## src/design/stp_consts.svh

```systemverilog
// Constants of the stepper serial configuration port
`ifndef STP_CONSTS_SVH
`define STP_CONSTS_SVH

`define STP_WORD_W        20
`define STP_CLK_NS        5
`define STP_FILT_NS       20
`define STP_FILT_CYC      ((`STP_FILT_NS + `STP_CLK_NS - 1) / `STP_CLK_NS)
`define STP_RST_WORD      20'h00000

`define STP_ADDR_MSB      19
`define STP_ADDR_LSB      17
`define STP_ADDR_COIL     2'h0
`define STP_ADDR_CHOP     3'h4
`define STP_ADDR_LACUR    3'h5
`define STP_ADDR_LDET     3'h6
`define STP_ADDR_DCONF    3'h7

`define STP_MASK_COIL_SPI  20'h3ffff
`define STP_MASK_COIL_STEP 20'h0030f
`define STP_MASK_CHOP      20'h1ffff
`define STP_MASK_LACUR     20'h0ef6f
`define STP_MASK_LDET      20'h17f1f
`define STP_MASK_DCONF     20'h1f7ff
`define STP_MASK_DCONF_EXT 20'h0000f

`define STP_A_POL         17
`define STP_A_MAG         16:9
`define STP_B_POL         8
`define STP_B_MAG         7:0
`define STP_INTERP_EN     9
`define STP_DOUBLE_EDGE   8
`define STP_USTEP_RES     3:0
`define STP_STEP_IF_OFF   7
`define STP_SENSE_RANGE   6
`define STP_READ_SEL      5:4
`define STP_ZERO_MAG      8'h00
`define STP_ZERO_RES      4'h0

`define STP_READ_POS      2'h0
`define STP_READ_LOAD     2'h1
`define STP_READ_LDCUR    2'h2
`define STP_READ_DIAG     2'h3
`define STP_PAD_ZERO      2'h0
`define STP_PAD_DIAG      2'h3
`define STP_LOAD_HI       9:5

`endif

```

## src/design/stp_pkg.sv

```systemverilog
// Types shared by the stepper serial configuration port
package stp_pkg;
	typedef enum {TGT_COIL, TGT_CHOP, TGT_LACUR, TGT_LDET, TGT_DCONF} stp_target_e;
endpackage

```

## src/design/stp_in_filter.sv

```systemverilog
// Three-stage synchroniser with a short-pulse filter for one pin
`timescale 1ns/1ps
`include "stp_consts.svh"
module stp_in_filter #(
	parameter int   FILT_CYC = `STP_FILT_CYC,
	parameter logic INIT     = 1'b1
) (
	input  wire logic clock,
	input  wire logic reset_n,
	input  wire logic ce,
	input  wire logic pin,
	output logic      level
);
	localparam int CW = $clog2(FILT_CYC + 1);
	localparam logic [CW-1:0] LAST = CW'(FILT_CYC - 1);

	logic          s1;
	logic          s2;
	logic          s3;
	logic [CW-1:0] cnt;

	always_ff @(posedge clock or negedge reset_n)
		if (!reset_n)
		begin
			s1 <= INIT;
			s2 <= INIT;
			s3 <= INIT;
		end
		else if (ce)
		begin
			s1 <= pin;
			s2 <= s1;
			s3 <= s2;
		end

	// A new level must hold for the whole filter time before it is taken
	always_ff @(posedge clock or negedge reset_n)
		if (!reset_n)
		begin
			cnt   <= '0;
			level <= INIT;
		end
		else if (ce)
		begin
			if (s2 == s3 && s3 != level)
			begin
				if (cnt == LAST)
				begin
					level <= s3;
					cnt   <= '0;
				end
				else
					cnt <= cnt + CW'(1);
			end
			else
				cnt <= '0;
		end

	a_glitch_reject: assert property (@(posedge clock) disable iff (!reset_n)
		(level != $past(level)) |-> ($past(cnt) == LAST && $past(s3) == level))
		else $error("filtered level changed before the filter time");
endmodule

```

## src/design/stp_resp_format.sv

```systemverilog
// Status word shifted out on the serial output, chosen by readback_select
`timescale 1ns/1ps
`include "stp_consts.svh"
module stp_resp_format (
	input  wire logic [1:0] readback_select,
	input  wire logic [9:0] microstep_pos,
	input  wire logic [9:0] load_value,
	input  wire logic [4:0] current_scale_actual,
	input  wire logic [8:0] protect_flags,
	input  wire logic       driver_disable,
	input  wire logic [7:0] diag_flags,
	output logic [19:0]     word
);
	always_comb
	begin
		unique case (readback_select)
			`STP_READ_POS:  word = {microstep_pos, `STP_PAD_ZERO, diag_flags};
			`STP_READ_LOAD: word = {load_value, `STP_PAD_ZERO, diag_flags};
			`STP_READ_LDCUR:
				word = {load_value[`STP_LOAD_HI], current_scale_actual,
					`STP_PAD_ZERO, diag_flags};
			`STP_READ_DIAG:
				word = {protect_flags[8], driver_disable, protect_flags[7:0],
					`STP_PAD_DIAG, diag_flags};
		endcase
	end
endmodule

```

## src/design/stp_spi_config_writer.sv

```systemverilog
// Serial configuration port: shift register, command decode, config registers
`timescale 1ns/1ps
`include "stp_consts.svh"
module stp_spi_config_writer #(
	parameter logic ENHANCED = 1'b1
) (
	input  wire logic        clock,
	input  wire logic        reset_n,
	input  wire logic        ce,
	input  wire logic        sck,
	input  wire logic        sdi,
	input  wire logic        select_low,
	input  wire logic        driver_disable_in,
	input  wire logic [9:0]  microstep_pos,
	input  wire logic [9:0]  load_value,
	input  wire logic [4:0]  current_scale_actual,
	input  wire logic [8:0]  protect_flags,
	input  wire logic [7:0]  diag_flags,
	output logic             sdo,
	output logic             sdo_en,
	output logic             driver_disable,
	output logic [19:0]      coil_drive_word,
	output logic [19:0]      chopper_config,
	output logic [19:0]      load_adaptive_current_config,
	output logic [19:0]      load_detect_config,
	output logic [19:0]      driver_config,
	output logic             step_interface_off,
	output logic [1:0]       readback_select,
	output logic             sense_voltage_range,
	output logic             coil_a_polarity,
	output logic [7:0]       coil_a_magnitude,
	output logic             coil_b_polarity,
	output logic [7:0]       coil_b_magnitude,
	output logic             step_interpolation_en,
	output logic             double_edge_step,
	output logic [3:0]       microstep_resolution
);
	localparam logic [19:0] DCONF_MASK = ENHANCED ? `STP_MASK_DCONF
		: (`STP_MASK_DCONF & ~`STP_MASK_DCONF_EXT);

	logic        sck_lvl;
	logic        sdi_lvl;
	logic        sel_n_lvl;
	logic        sck_prev;
	logic        sel_prev;
	logic        sck_rise;
	logic        sck_fall;
	logic        sel_fall;
	logic        sel_rise;
	logic        active;
	logic        load_now;
	logic [19:0] shreg;
	logic [19:0] resp_word;

	////////////////////////////////////////////////////////////////////////////
	// Target register from the address bits of a command
	function automatic stp_pkg::stp_target_e target_of(input logic [19:0] w);
		logic [2:0] a;
		a = w[`STP_ADDR_MSB:`STP_ADDR_LSB];
		target_of = stp_pkg::TGT_COIL;
		case (a)
			`STP_ADDR_CHOP:  target_of = stp_pkg::TGT_CHOP;
			`STP_ADDR_LACUR: target_of = stp_pkg::TGT_LACUR;
			`STP_ADDR_LDET:  target_of = stp_pkg::TGT_LDET;
			`STP_ADDR_DCONF: target_of = stp_pkg::TGT_DCONF;
			default:         target_of = stp_pkg::TGT_COIL;
		endcase
	endfunction

	////////////////////////////////////////////////////////////////////////////
	// Pin conditioning; the link clock is sampled, not used as a clock
	stp_in_filter #(.FILT_CYC(`STP_FILT_CYC), .INIT(1'b1)) u_sck (
		.clock   (clock),
		.reset_n (reset_n),
		.ce      (ce),
		.pin     (sck),
		.level   (sck_lvl)
	);

	stp_in_filter #(.FILT_CYC(`STP_FILT_CYC), .INIT(1'b0)) u_sdi (
		.clock   (clock),
		.reset_n (reset_n),
		.ce      (ce),
		.pin     (sdi),
		.level   (sdi_lvl)
	);

	stp_in_filter #(.FILT_CYC(`STP_FILT_CYC), .INIT(1'b1)) u_sel (
		.clock   (clock),
		.reset_n (reset_n),
		.ce      (ce),
		.pin     (select_low),
		.level   (sel_n_lvl)
	);

	// Disable pin gets the same filter so a spike cannot stop the bridge
	stp_in_filter #(.FILT_CYC(`STP_FILT_CYC), .INIT(1'b1)) u_dis (
		.clock   (clock),
		.reset_n (reset_n),
		.ce      (ce),
		.pin     (driver_disable_in),
		.level   (driver_disable)
	);

	stp_resp_format u_resp (
		.readback_select      (readback_select),
		.microstep_pos        (microstep_pos),
		.load_value           (load_value),
		.current_scale_actual (current_scale_actual),
		.protect_flags        (protect_flags),
		.driver_disable       (driver_disable),
		.diag_flags           (diag_flags),
		.word                 (resp_word)
	);

	////////////////////////////////////////////////////////////////////////////
	// Edge detection on the filtered levels
	always_ff @(posedge clock or negedge reset_n)
		if (!reset_n)
		begin
			sck_prev <= 1'b1;
			sel_prev <= 1'b1;
		end
		else if (ce)
		begin
			sck_prev <= sck_lvl;
			sel_prev <= sel_n_lvl;
		end

	assign active   = ~sel_n_lvl;
	assign sck_rise = sck_lvl & ~sck_prev;
	assign sck_fall = ~sck_lvl & sck_prev;
	assign sel_fall = sel_prev & ~sel_n_lvl;
	assign sel_rise = ~sel_prev & sel_n_lvl;
	assign load_now = ce & sel_rise;

	////////////////////////////////////////////////////////////////////////////
	// Twenty-stage shift register; status is parked in it when select falls
	always_ff @(posedge clock or negedge reset_n)
		if (!reset_n)
			shreg <= `STP_RST_WORD;
		else if (ce)
		begin
			if (sel_fall)
				shreg <= resp_word;
			else if (active && sck_rise)
				shreg <= {shreg[18:0], sdi_lvl};
		end

	// Output bit changes only at select fall or after a falling clock, MSB leaves first
	always_ff @(posedge clock or negedge reset_n)
		if (!reset_n)
		begin
			sdo    <= 1'b0;
			sdo_en <= 1'b0;
		end
		else if (ce)
		begin
			sdo_en <= active;
			if (sel_fall)
				sdo <= resp_word[19];
			else if (active && sck_fall)
				sdo <= shreg[19];
		end

	////////////////////////////////////////////////////////////////////////////
	// Command load on select rise; the shift register holds the last 20 bits
	// Only written fields are kept, so fixed bits never reach the outputs
	always_ff @(posedge clock or negedge reset_n)
		if (!reset_n)
			chopper_config <= `STP_RST_WORD;
		else if (load_now && target_of(shreg) == stp_pkg::TGT_CHOP)
			chopper_config <= shreg & `STP_MASK_CHOP;

	always_ff @(posedge clock or negedge reset_n)
		if (!reset_n)
			load_adaptive_current_config <= `STP_RST_WORD;
		else if (load_now && target_of(shreg) == stp_pkg::TGT_LACUR)
			load_adaptive_current_config <= shreg & `STP_MASK_LACUR;

	always_ff @(posedge clock or negedge reset_n)
		if (!reset_n)
			load_detect_config <= `STP_RST_WORD;
		else if (load_now && target_of(shreg) == stp_pkg::TGT_LDET)
			load_detect_config <= shreg & `STP_MASK_LDET;

	// Base variant drops the protection option bits entirely
	always_ff @(posedge clock or negedge reset_n)
		if (!reset_n)
		begin
			driver_config       <= `STP_RST_WORD;
			step_interface_off  <= 1'b0;
			readback_select     <= `STP_READ_POS;
			sense_voltage_range <= 1'b0;
		end
		else if (load_now && target_of(shreg) == stp_pkg::TGT_DCONF)
		begin
			driver_config       <= shreg & DCONF_MASK;
			step_interface_off  <= shreg[`STP_STEP_IF_OFF];
			readback_select     <= shreg[`STP_READ_SEL];
			sense_voltage_range <= shreg[`STP_SENSE_RANGE];
		end

	// Coil word meaning follows the interface mode at the time of the write
	always_ff @(posedge clock or negedge reset_n)
		if (!reset_n)
		begin
			coil_drive_word       <= `STP_RST_WORD;
			coil_a_polarity       <= 1'b0;
			coil_a_magnitude      <= `STP_ZERO_MAG;
			coil_b_polarity       <= 1'b0;
			coil_b_magnitude      <= `STP_ZERO_MAG;
			step_interpolation_en <= 1'b0;
			double_edge_step      <= 1'b0;
			microstep_resolution  <= `STP_ZERO_RES;
		end
		else if (load_now && target_of(shreg) == stp_pkg::TGT_COIL)
		begin
			if (step_interface_off)
			begin
				coil_drive_word       <= shreg & `STP_MASK_COIL_SPI;
				coil_a_polarity       <= shreg[`STP_A_POL];
				coil_a_magnitude      <= shreg[`STP_A_MAG];
				coil_b_polarity       <= shreg[`STP_B_POL];
				coil_b_magnitude      <= shreg[`STP_B_MAG];
				step_interpolation_en <= 1'b0;
				double_edge_step      <= 1'b0;
				microstep_resolution  <= `STP_ZERO_RES;
			end
			else
			begin
				coil_drive_word       <= shreg & `STP_MASK_COIL_STEP;
				coil_a_polarity       <= 1'b0;
				coil_a_magnitude      <= `STP_ZERO_MAG;
				coil_b_polarity       <= 1'b0;
				coil_b_magnitude      <= `STP_ZERO_MAG;
				step_interpolation_en <= shreg[`STP_INTERP_EN];
				double_edge_step      <= shreg[`STP_DOUBLE_EDGE];
				microstep_resolution  <= shreg[`STP_USTEP_RES];
			end
		end

	////////////////////////////////////////////////////////////////////////////
	// Checks
	a_shift_on_rise: assert property (@(posedge clock) disable iff (!reset_n)
		(ce && active && sck_rise && !sel_fall)
		|=> shreg == {$past(shreg[18:0]), $past(sdi_lvl)})
		else $error("shift register did not take input on rising clock");

	a_sdo_on_fall: assert property (@(posedge clock) disable iff (!reset_n)
		(ce && active && sck_fall && !sel_fall) |=> sdo == $past(shreg[19]))
		else $error("output bit not updated after falling clock");

	a_sdo_steady: assert property (@(posedge clock) disable iff (!reset_n)
		(ce && !sck_fall && !sel_fall) |=> $stable(sdo))
		else $error("output bit moved without a falling clock");

	a_idle_no_shift: assert property (@(posedge clock) disable iff (!reset_n)
		(sel_n_lvl ##1 sel_n_lvl) |=> $stable(shreg))
		else $error("shift register moved while not selected");

	a_load_chopper: assert property (@(posedge clock) disable iff (!reset_n)
		(load_now && shreg[`STP_ADDR_MSB:`STP_ADDR_LSB] == `STP_ADDR_CHOP)
		|=> chopper_config == ($past(shreg) & `STP_MASK_CHOP) && $stable(coil_drive_word))
		else $error("chopper command not loaded from last 20 bits");

	a_no_load_busy: assert property (@(posedge clock) disable iff (!reset_n)
		(!load_now) |=> $stable(driver_config) && $stable(load_detect_config))
		else $error("configuration changed without select rise");

	a_base_variant: assert property (@(posedge clock) disable iff (!reset_n)
		ENHANCED || (driver_config & `STP_MASK_DCONF_EXT) == `STP_RST_WORD)
		else $error("option bits stored on base variant");

	a_step_mode_coil: assert property (@(posedge clock) disable iff (!reset_n)
		(load_now && target_of(shreg) == stp_pkg::TGT_COIL && !step_interface_off)
		|=> coil_a_magnitude == `STP_ZERO_MAG
			&& microstep_resolution == $past(shreg[`STP_USTEP_RES]))
		else $error("coil word decoded in wrong format");

	a_load_lacur: assert property (@(posedge clock) disable iff (!reset_n)
		(load_now && shreg[`STP_ADDR_MSB:`STP_ADDR_LSB] == `STP_ADDR_LACUR)
		|=> load_adaptive_current_config == ($past(shreg) & `STP_MASK_LACUR))
		else $error("load-adaptive command not loaded");

	a_load_detect: assert property (@(posedge clock) disable iff (!reset_n)
		(load_now && shreg[`STP_ADDR_MSB:`STP_ADDR_LSB] == `STP_ADDR_LDET)
		|=> load_detect_config == ($past(shreg) & `STP_MASK_LDET))
		else $error("load detection command not loaded");

	a_load_dconf: assert property (@(posedge clock) disable iff (!reset_n)
		(load_now && shreg[`STP_ADDR_MSB:`STP_ADDR_LSB] == `STP_ADDR_DCONF)
		|=> driver_config == ($past(shreg) & DCONF_MASK)
			&& readback_select == $past(shreg[`STP_READ_SEL]))
		else $error("driver configuration command not loaded");

	a_mode_bits: assert property (@(posedge clock) disable iff (!reset_n)
		(load_now && target_of(shreg) == stp_pkg::TGT_DCONF)
		|=> step_interface_off == $past(shreg[`STP_STEP_IF_OFF])
			&& sense_voltage_range == $past(shreg[`STP_SENSE_RANGE]))
		else $error("mode bits not taken from driver configuration");

	a_spi_mode_coil: assert property (@(posedge clock) disable iff (!reset_n)
		(load_now && target_of(shreg) == stp_pkg::TGT_COIL && step_interface_off)
		|=> coil_a_magnitude == $past(shreg[`STP_A_MAG])
			&& coil_b_polarity == $past(shreg[`STP_B_POL])
			&& microstep_resolution == `STP_ZERO_RES)
		else $error("coil currents not decoded in direct mode");

	a_coil_only: assert property (@(posedge clock) disable iff (!reset_n)
		(load_now && !shreg[`STP_ADDR_MSB])
		|=> $stable(chopper_config) && $stable(driver_config)
			&& $stable(load_detect_config) && $stable(load_adaptive_current_config))
		else $error("coil command wrote another register");

	a_status_park: assert property (@(posedge clock) disable iff (!reset_n)
		(ce && sel_fall) |=> shreg == $past(resp_word) && sdo == $past(resp_word[19]))
		else $error("status word not parked at select fall");

	a_sdo_enable: assert property (@(posedge clock) disable iff (!reset_n)
		ce |=> sdo_en == $past(active))
		else $error("output enable does not follow select");

	a_shift_hold: assert property (@(posedge clock) disable iff (!reset_n)
		(ce && !sel_fall && !(active && sck_rise)) |=> $stable(shreg))
		else $error("shift register moved without a rising clock");

	a_other_hold: assert property (@(posedge clock) disable iff (!reset_n)
		(!load_now) |=> $stable(chopper_config) && $stable(coil_drive_word)
			&& $stable(load_adaptive_current_config))
		else $error("register written without select rise");

	// Clock enable low must hold every state bit, synchronisers included
	a_enable_freeze: assert property (@(posedge clock) disable iff (!reset_n)
		(!ce) |=> $stable(shreg) && $stable(sdo) && $stable(sdo_en)
			&& $stable(driver_disable) && $stable(sck_lvl))
		else $error("state moved while clock enable was low");
endmodule

```

## config.mk

```make
export PLATFORM = sky130hd
export DESIGN_NAME = stp_spi_config_writer
export DESIGN_NICKNAME = d
export VERILOG_FILES = /design/src/design/stp_pkg.sv /design/src/design/stp_in_filter.sv /design/src/design/stp_resp_format.sv /design/src/design/stp_spi_config_writer.sv
export VERILOG_INCLUDE_DIRS = /design/src /design/src/design
export SDC_FILE = /design/constraint.sdc
export NUM_CORES = 1
export LEC_CHECK = 0
export BUFFER_PORTS_ARGS = -buffer_cell sky130_fd_sc_hd__buf_4
export CORE_ASPECT_RATIO = 1.25
export CORE_MARGIN = 3
export CORE_UTILIZATION = 47
export CTS_CLUSTER_SIZE = 14
export DETAILED_ROUTE_END_ITERATION = 10
export PLACE_DENSITY = 0.81
export SKIP_LAST_GASP = 1
export SLEW_MARGIN = 5
export SYNTH_ARGS = -nofsm -noshare
export SYNTH_HDL_FRONTEND = slang
export SYNTH_SLANG_ARGS = --single-unit
export TNS_END_PERCENT = 1
```

## constraint.sdc

```tcl
create_clock -name clock -period 1.8 [get_ports clock]
set_input_delay 0.18 -clock clock [delete_from_list [all_inputs] [get_ports clock]]
set_output_delay 0.18 -clock clock [all_outputs]
set_load 0.02 [all_outputs]
```

==> flow_metrics.py <==
metrics = {
    "status": {
        "outcome": "finished clean",
    },
    "clock_tree": {
        "clock_path_buffers": 2,
        "cts_inserted_buffers": 17,
        "cts-root-buf": "clkbuf_16",
        "clk_latency_ns": 0.41,
        "cts_setup_buffers": 0,
        "clkSinkCount": 141,
        "clkTransAtPathRegs_ns": 0.06,
        "cts_tree": "done",
        "htreeDepth": 4,
    },
    "logic_synthesis": {
        "synthDistinctLibCells": 40,
        "syn_area_um2": 6490,
        "synthFlopType": "dfrtp_1",
        "synth.yosys.seq_area_share": 0.546,
        "synth-seq-cells": 141,
        "synth-async-reset-ratio": 1.00,
        "syn_avg_cell_area_um2": 12.9,
        "synth_edf_count": 0,
        "yosys_warnings": 0,
        "synthCells": 505,
    },
    "place": {
        "port_buffers": 156,
        "place_congestion": 0.831,
        "dpl.hpwl_mm": 11.1,
    },
    "routing": {
        "drcViolationCount": 0,
        "route.vias.total": 4486,
        "ant_nets": 0,
        "drt_wl_total_mm": 15.4,
        "firstDrtPassIters": 5,
        "wl_per_cell_um": 18.2,
        "drt_iter0_markers": 304,
        "via_per_inst": 5.28,
    },
    "finish": {
        "nets": 719,
        "final_util": 0.632,
        "drive_gt1_frac": 0.507,
        "final_common_cell": "buf_4",
        "antenna_cells": 0,
        "mostFrequentLayoutCells": "buf_4 (176), dfrtp_1 (126), mux2_2 (96), nand2_1 (50), o21ai_0 (31)",
        "syn_to_final_growth_pct": 30.6,
    },
    "power_and_ir_drop": {
        "p_seq_frac": 0.436,
        "total_power_mw": 10.6,
        "p_leak_nw": 4.18,
        "ir_worst_vdd_uv": 661,
        "p_clk_frac": 0.338,
        "power_density_nw_per_um2": 1250,
        "p_int_mw": 7.34,
        "swShare": 0.305,
        "comb_power_share": 0.226,
        "switchingPower_mw": 3.23,
    },
    "floorplan": {
        "io_pins": 180,
        "die_h_um": 137,
        "fp.dieW_um": 111,
        "num_rows": 47,
        "dieArea_um2": 15300,
        "initial_core_util": 0.484,
        "core_area_um2": 13400,
    },
    "worst_setup_path": {
        "crit_family": "flip-flops",
        "crit_buf_inv": 1,
        "cp_slowest_cell": "dfrtp_1",
        "critPathMaxStageDelay_ns": 0.88,
        "crit_chain": "buf_4",
        "cp.required_ns": 1.62,
        "cp-start-kind": "flip-flop",
        "critPathCaptureType": "primary output",
        "crit_arrival_ns": 1.57,
        "cp_max_fo": 27,
        "path_class": "flip-flop to primary output",
    },
    "global_route": {
        "grt_max_degree": 53,
        "grt_usage": 0.203,
        "antenna_found_initial": 0,
        "grt_pass1_wl_mm": 24.6,
        "grt.overflow.total": 0,
        "grt_pass1_vias": 4658,
    },
    "timing": {
        "setup_violations": 0,
        "tns_ns": 0,
        "fmax_ghz": 0.573,
        "period_needed_ns": 1.75,
        "max_slew_margin": 0.451,
        "hold_violations": 0,
        "drv_slew": 0,
        "finalCritPeriodShare": 0.970,
        "worstMarginPinSlew_ns": 0.823,
        "worst_clock_skew_ns": 0.0125,
        "rsz0062_at_grt": "yes",
    },
    "hold_path": {
        "hold_class": "primary input to flip-flop",
    },
    "job": {
        "cap_violations": 0,
    },
}
path summary, 6_finish.rpt:
kind | start | to | slack [ns] | depth (start not counted)
worst max-delay path | driver_config[7] | driver_config[7] | 0.05 | 1
worst min-delay path | ce | u_dis.cnt[0] | 0.1 | 2
worst max register to register | u_sel.level | load_detect_config[8] | 0.12 | 5
worst min register to register | coil_b_magnitude[0] | coil_b_magnitude[0] | 0.48 | 2
max in group asynchronous | reset_n | u_sel.s2 | 0.84 | 3
min in group asynchronous | reset_n | load_detect_config[14] | 0.30 | 2
stage by stage:
| step | hold WS [ns] | setup slack, ns | area (um^2) | std cells |
|---|---|---|---|---|
| 6_report | 0.0968 | 0.0548 | 8480 | 850 |
| 5_1_grt | 0.108 | -0.0330 | 8480 | 850 |
| 4_1_cts | 0.0841 | 0.0232 | 8470 | 850 |
| 3_5_place_dp | 0.184 | 0.0398 | 7810 | 813 |
| 3_3_place_gp | 0.173 | 0.0886 | 7810 | 813 |
| 2_1_floorplan | -0.116 | 0.00743 | 6580 | 527 |
cells by family (layout without fill, tap and decap cells):
logic type / count (synthesis) / count (layout) / synth area share
other: 1 / 23 / 0.000578
and+or+nand+nor: 88 / 88 / 0.0729
muxes: 126 / 126 / 0.231
adders and majority gates: 4 / 4 / 0.00771
DFF: 141 / 141 / 0.546
buffers and inverters: 78 / 230 / 0.0729
AOI/OAI and AO/OA: 67 / 67 / 0.0692
registers in the layout, summed over array words and instances (netlist names), 3 cells and up:
register,count
load_adaptive_current_config,13
coil_b_magnitude,7
shreg,20
coil_a_magnitude,7
u_sck.cnt,3
driver_config,15
u_sdi.cnt,3
chopper_config,17
u_dis.cnt,3
u_sel.cnt,3
coil_drive_word,8
load_detect_config,13
microstep_resolution,4
synthesized netlist by cell type (6+ instances only):
cell type | number | share of area
o221ai_1 | 7 | 0.0094
dfrtp_1 | 127 | 0.49
o2bb2ai_1 | 6 | 0.0081
buf_4 | 43 | 0.050
clkbuf_1 | 14 | 0.0081
o21ai_0 | 31 | 0.024
mux2_4 | 10 | 0.023
buf_2 | 9 | 0.0069
inv_1 | 11 | 0.0064
nand2_1 | 50 | 0.029
mux2i_1 | 13 | 0.020
nand2b_1 | 7 | 0.0067
dfstp_2 | 14 | 0.057
mux2_2 | 96 | 0.17
power by group through the flow:
stage               sequential [mW]  clock, mW  combinational, mW
floorplan                      4.78          0               1.04
global placement               4.60          0               2.30
detailed placement             4.64          0               2.39
CTS                            4.60       3.61               2.41
global route                   4.70       3.76               2.57
finish                         4.61       3.57               2.38
cell type report:
cell class / instances / area [um^2]
clock buffer: 22 / 474
tap: 171 / 214
clock inverter: 10 / 138
timing repair buffer: 187 / 1480
sequential: 141 / 3550
inverter: 11 / 41.3
fill: 1046 / 4930
multi-input combinational: 308 / 2580
layer usage:
layer	track usage	routed length, um	vias to the layer above
met5	0	0	-
met1	0.251	6420	2269
li1	-	-	2047
met3	0.0488	762	19
met4	0.0581	214	0
met2	0.357	8030	151
what timing repair did:
item	CTS	global route
endpoints found under the setup margin	0	9
hold buffers	5	0
gates resized for setup	0	1
hold endpoints to repair	40	0
(Power assumes the default switching activity.)
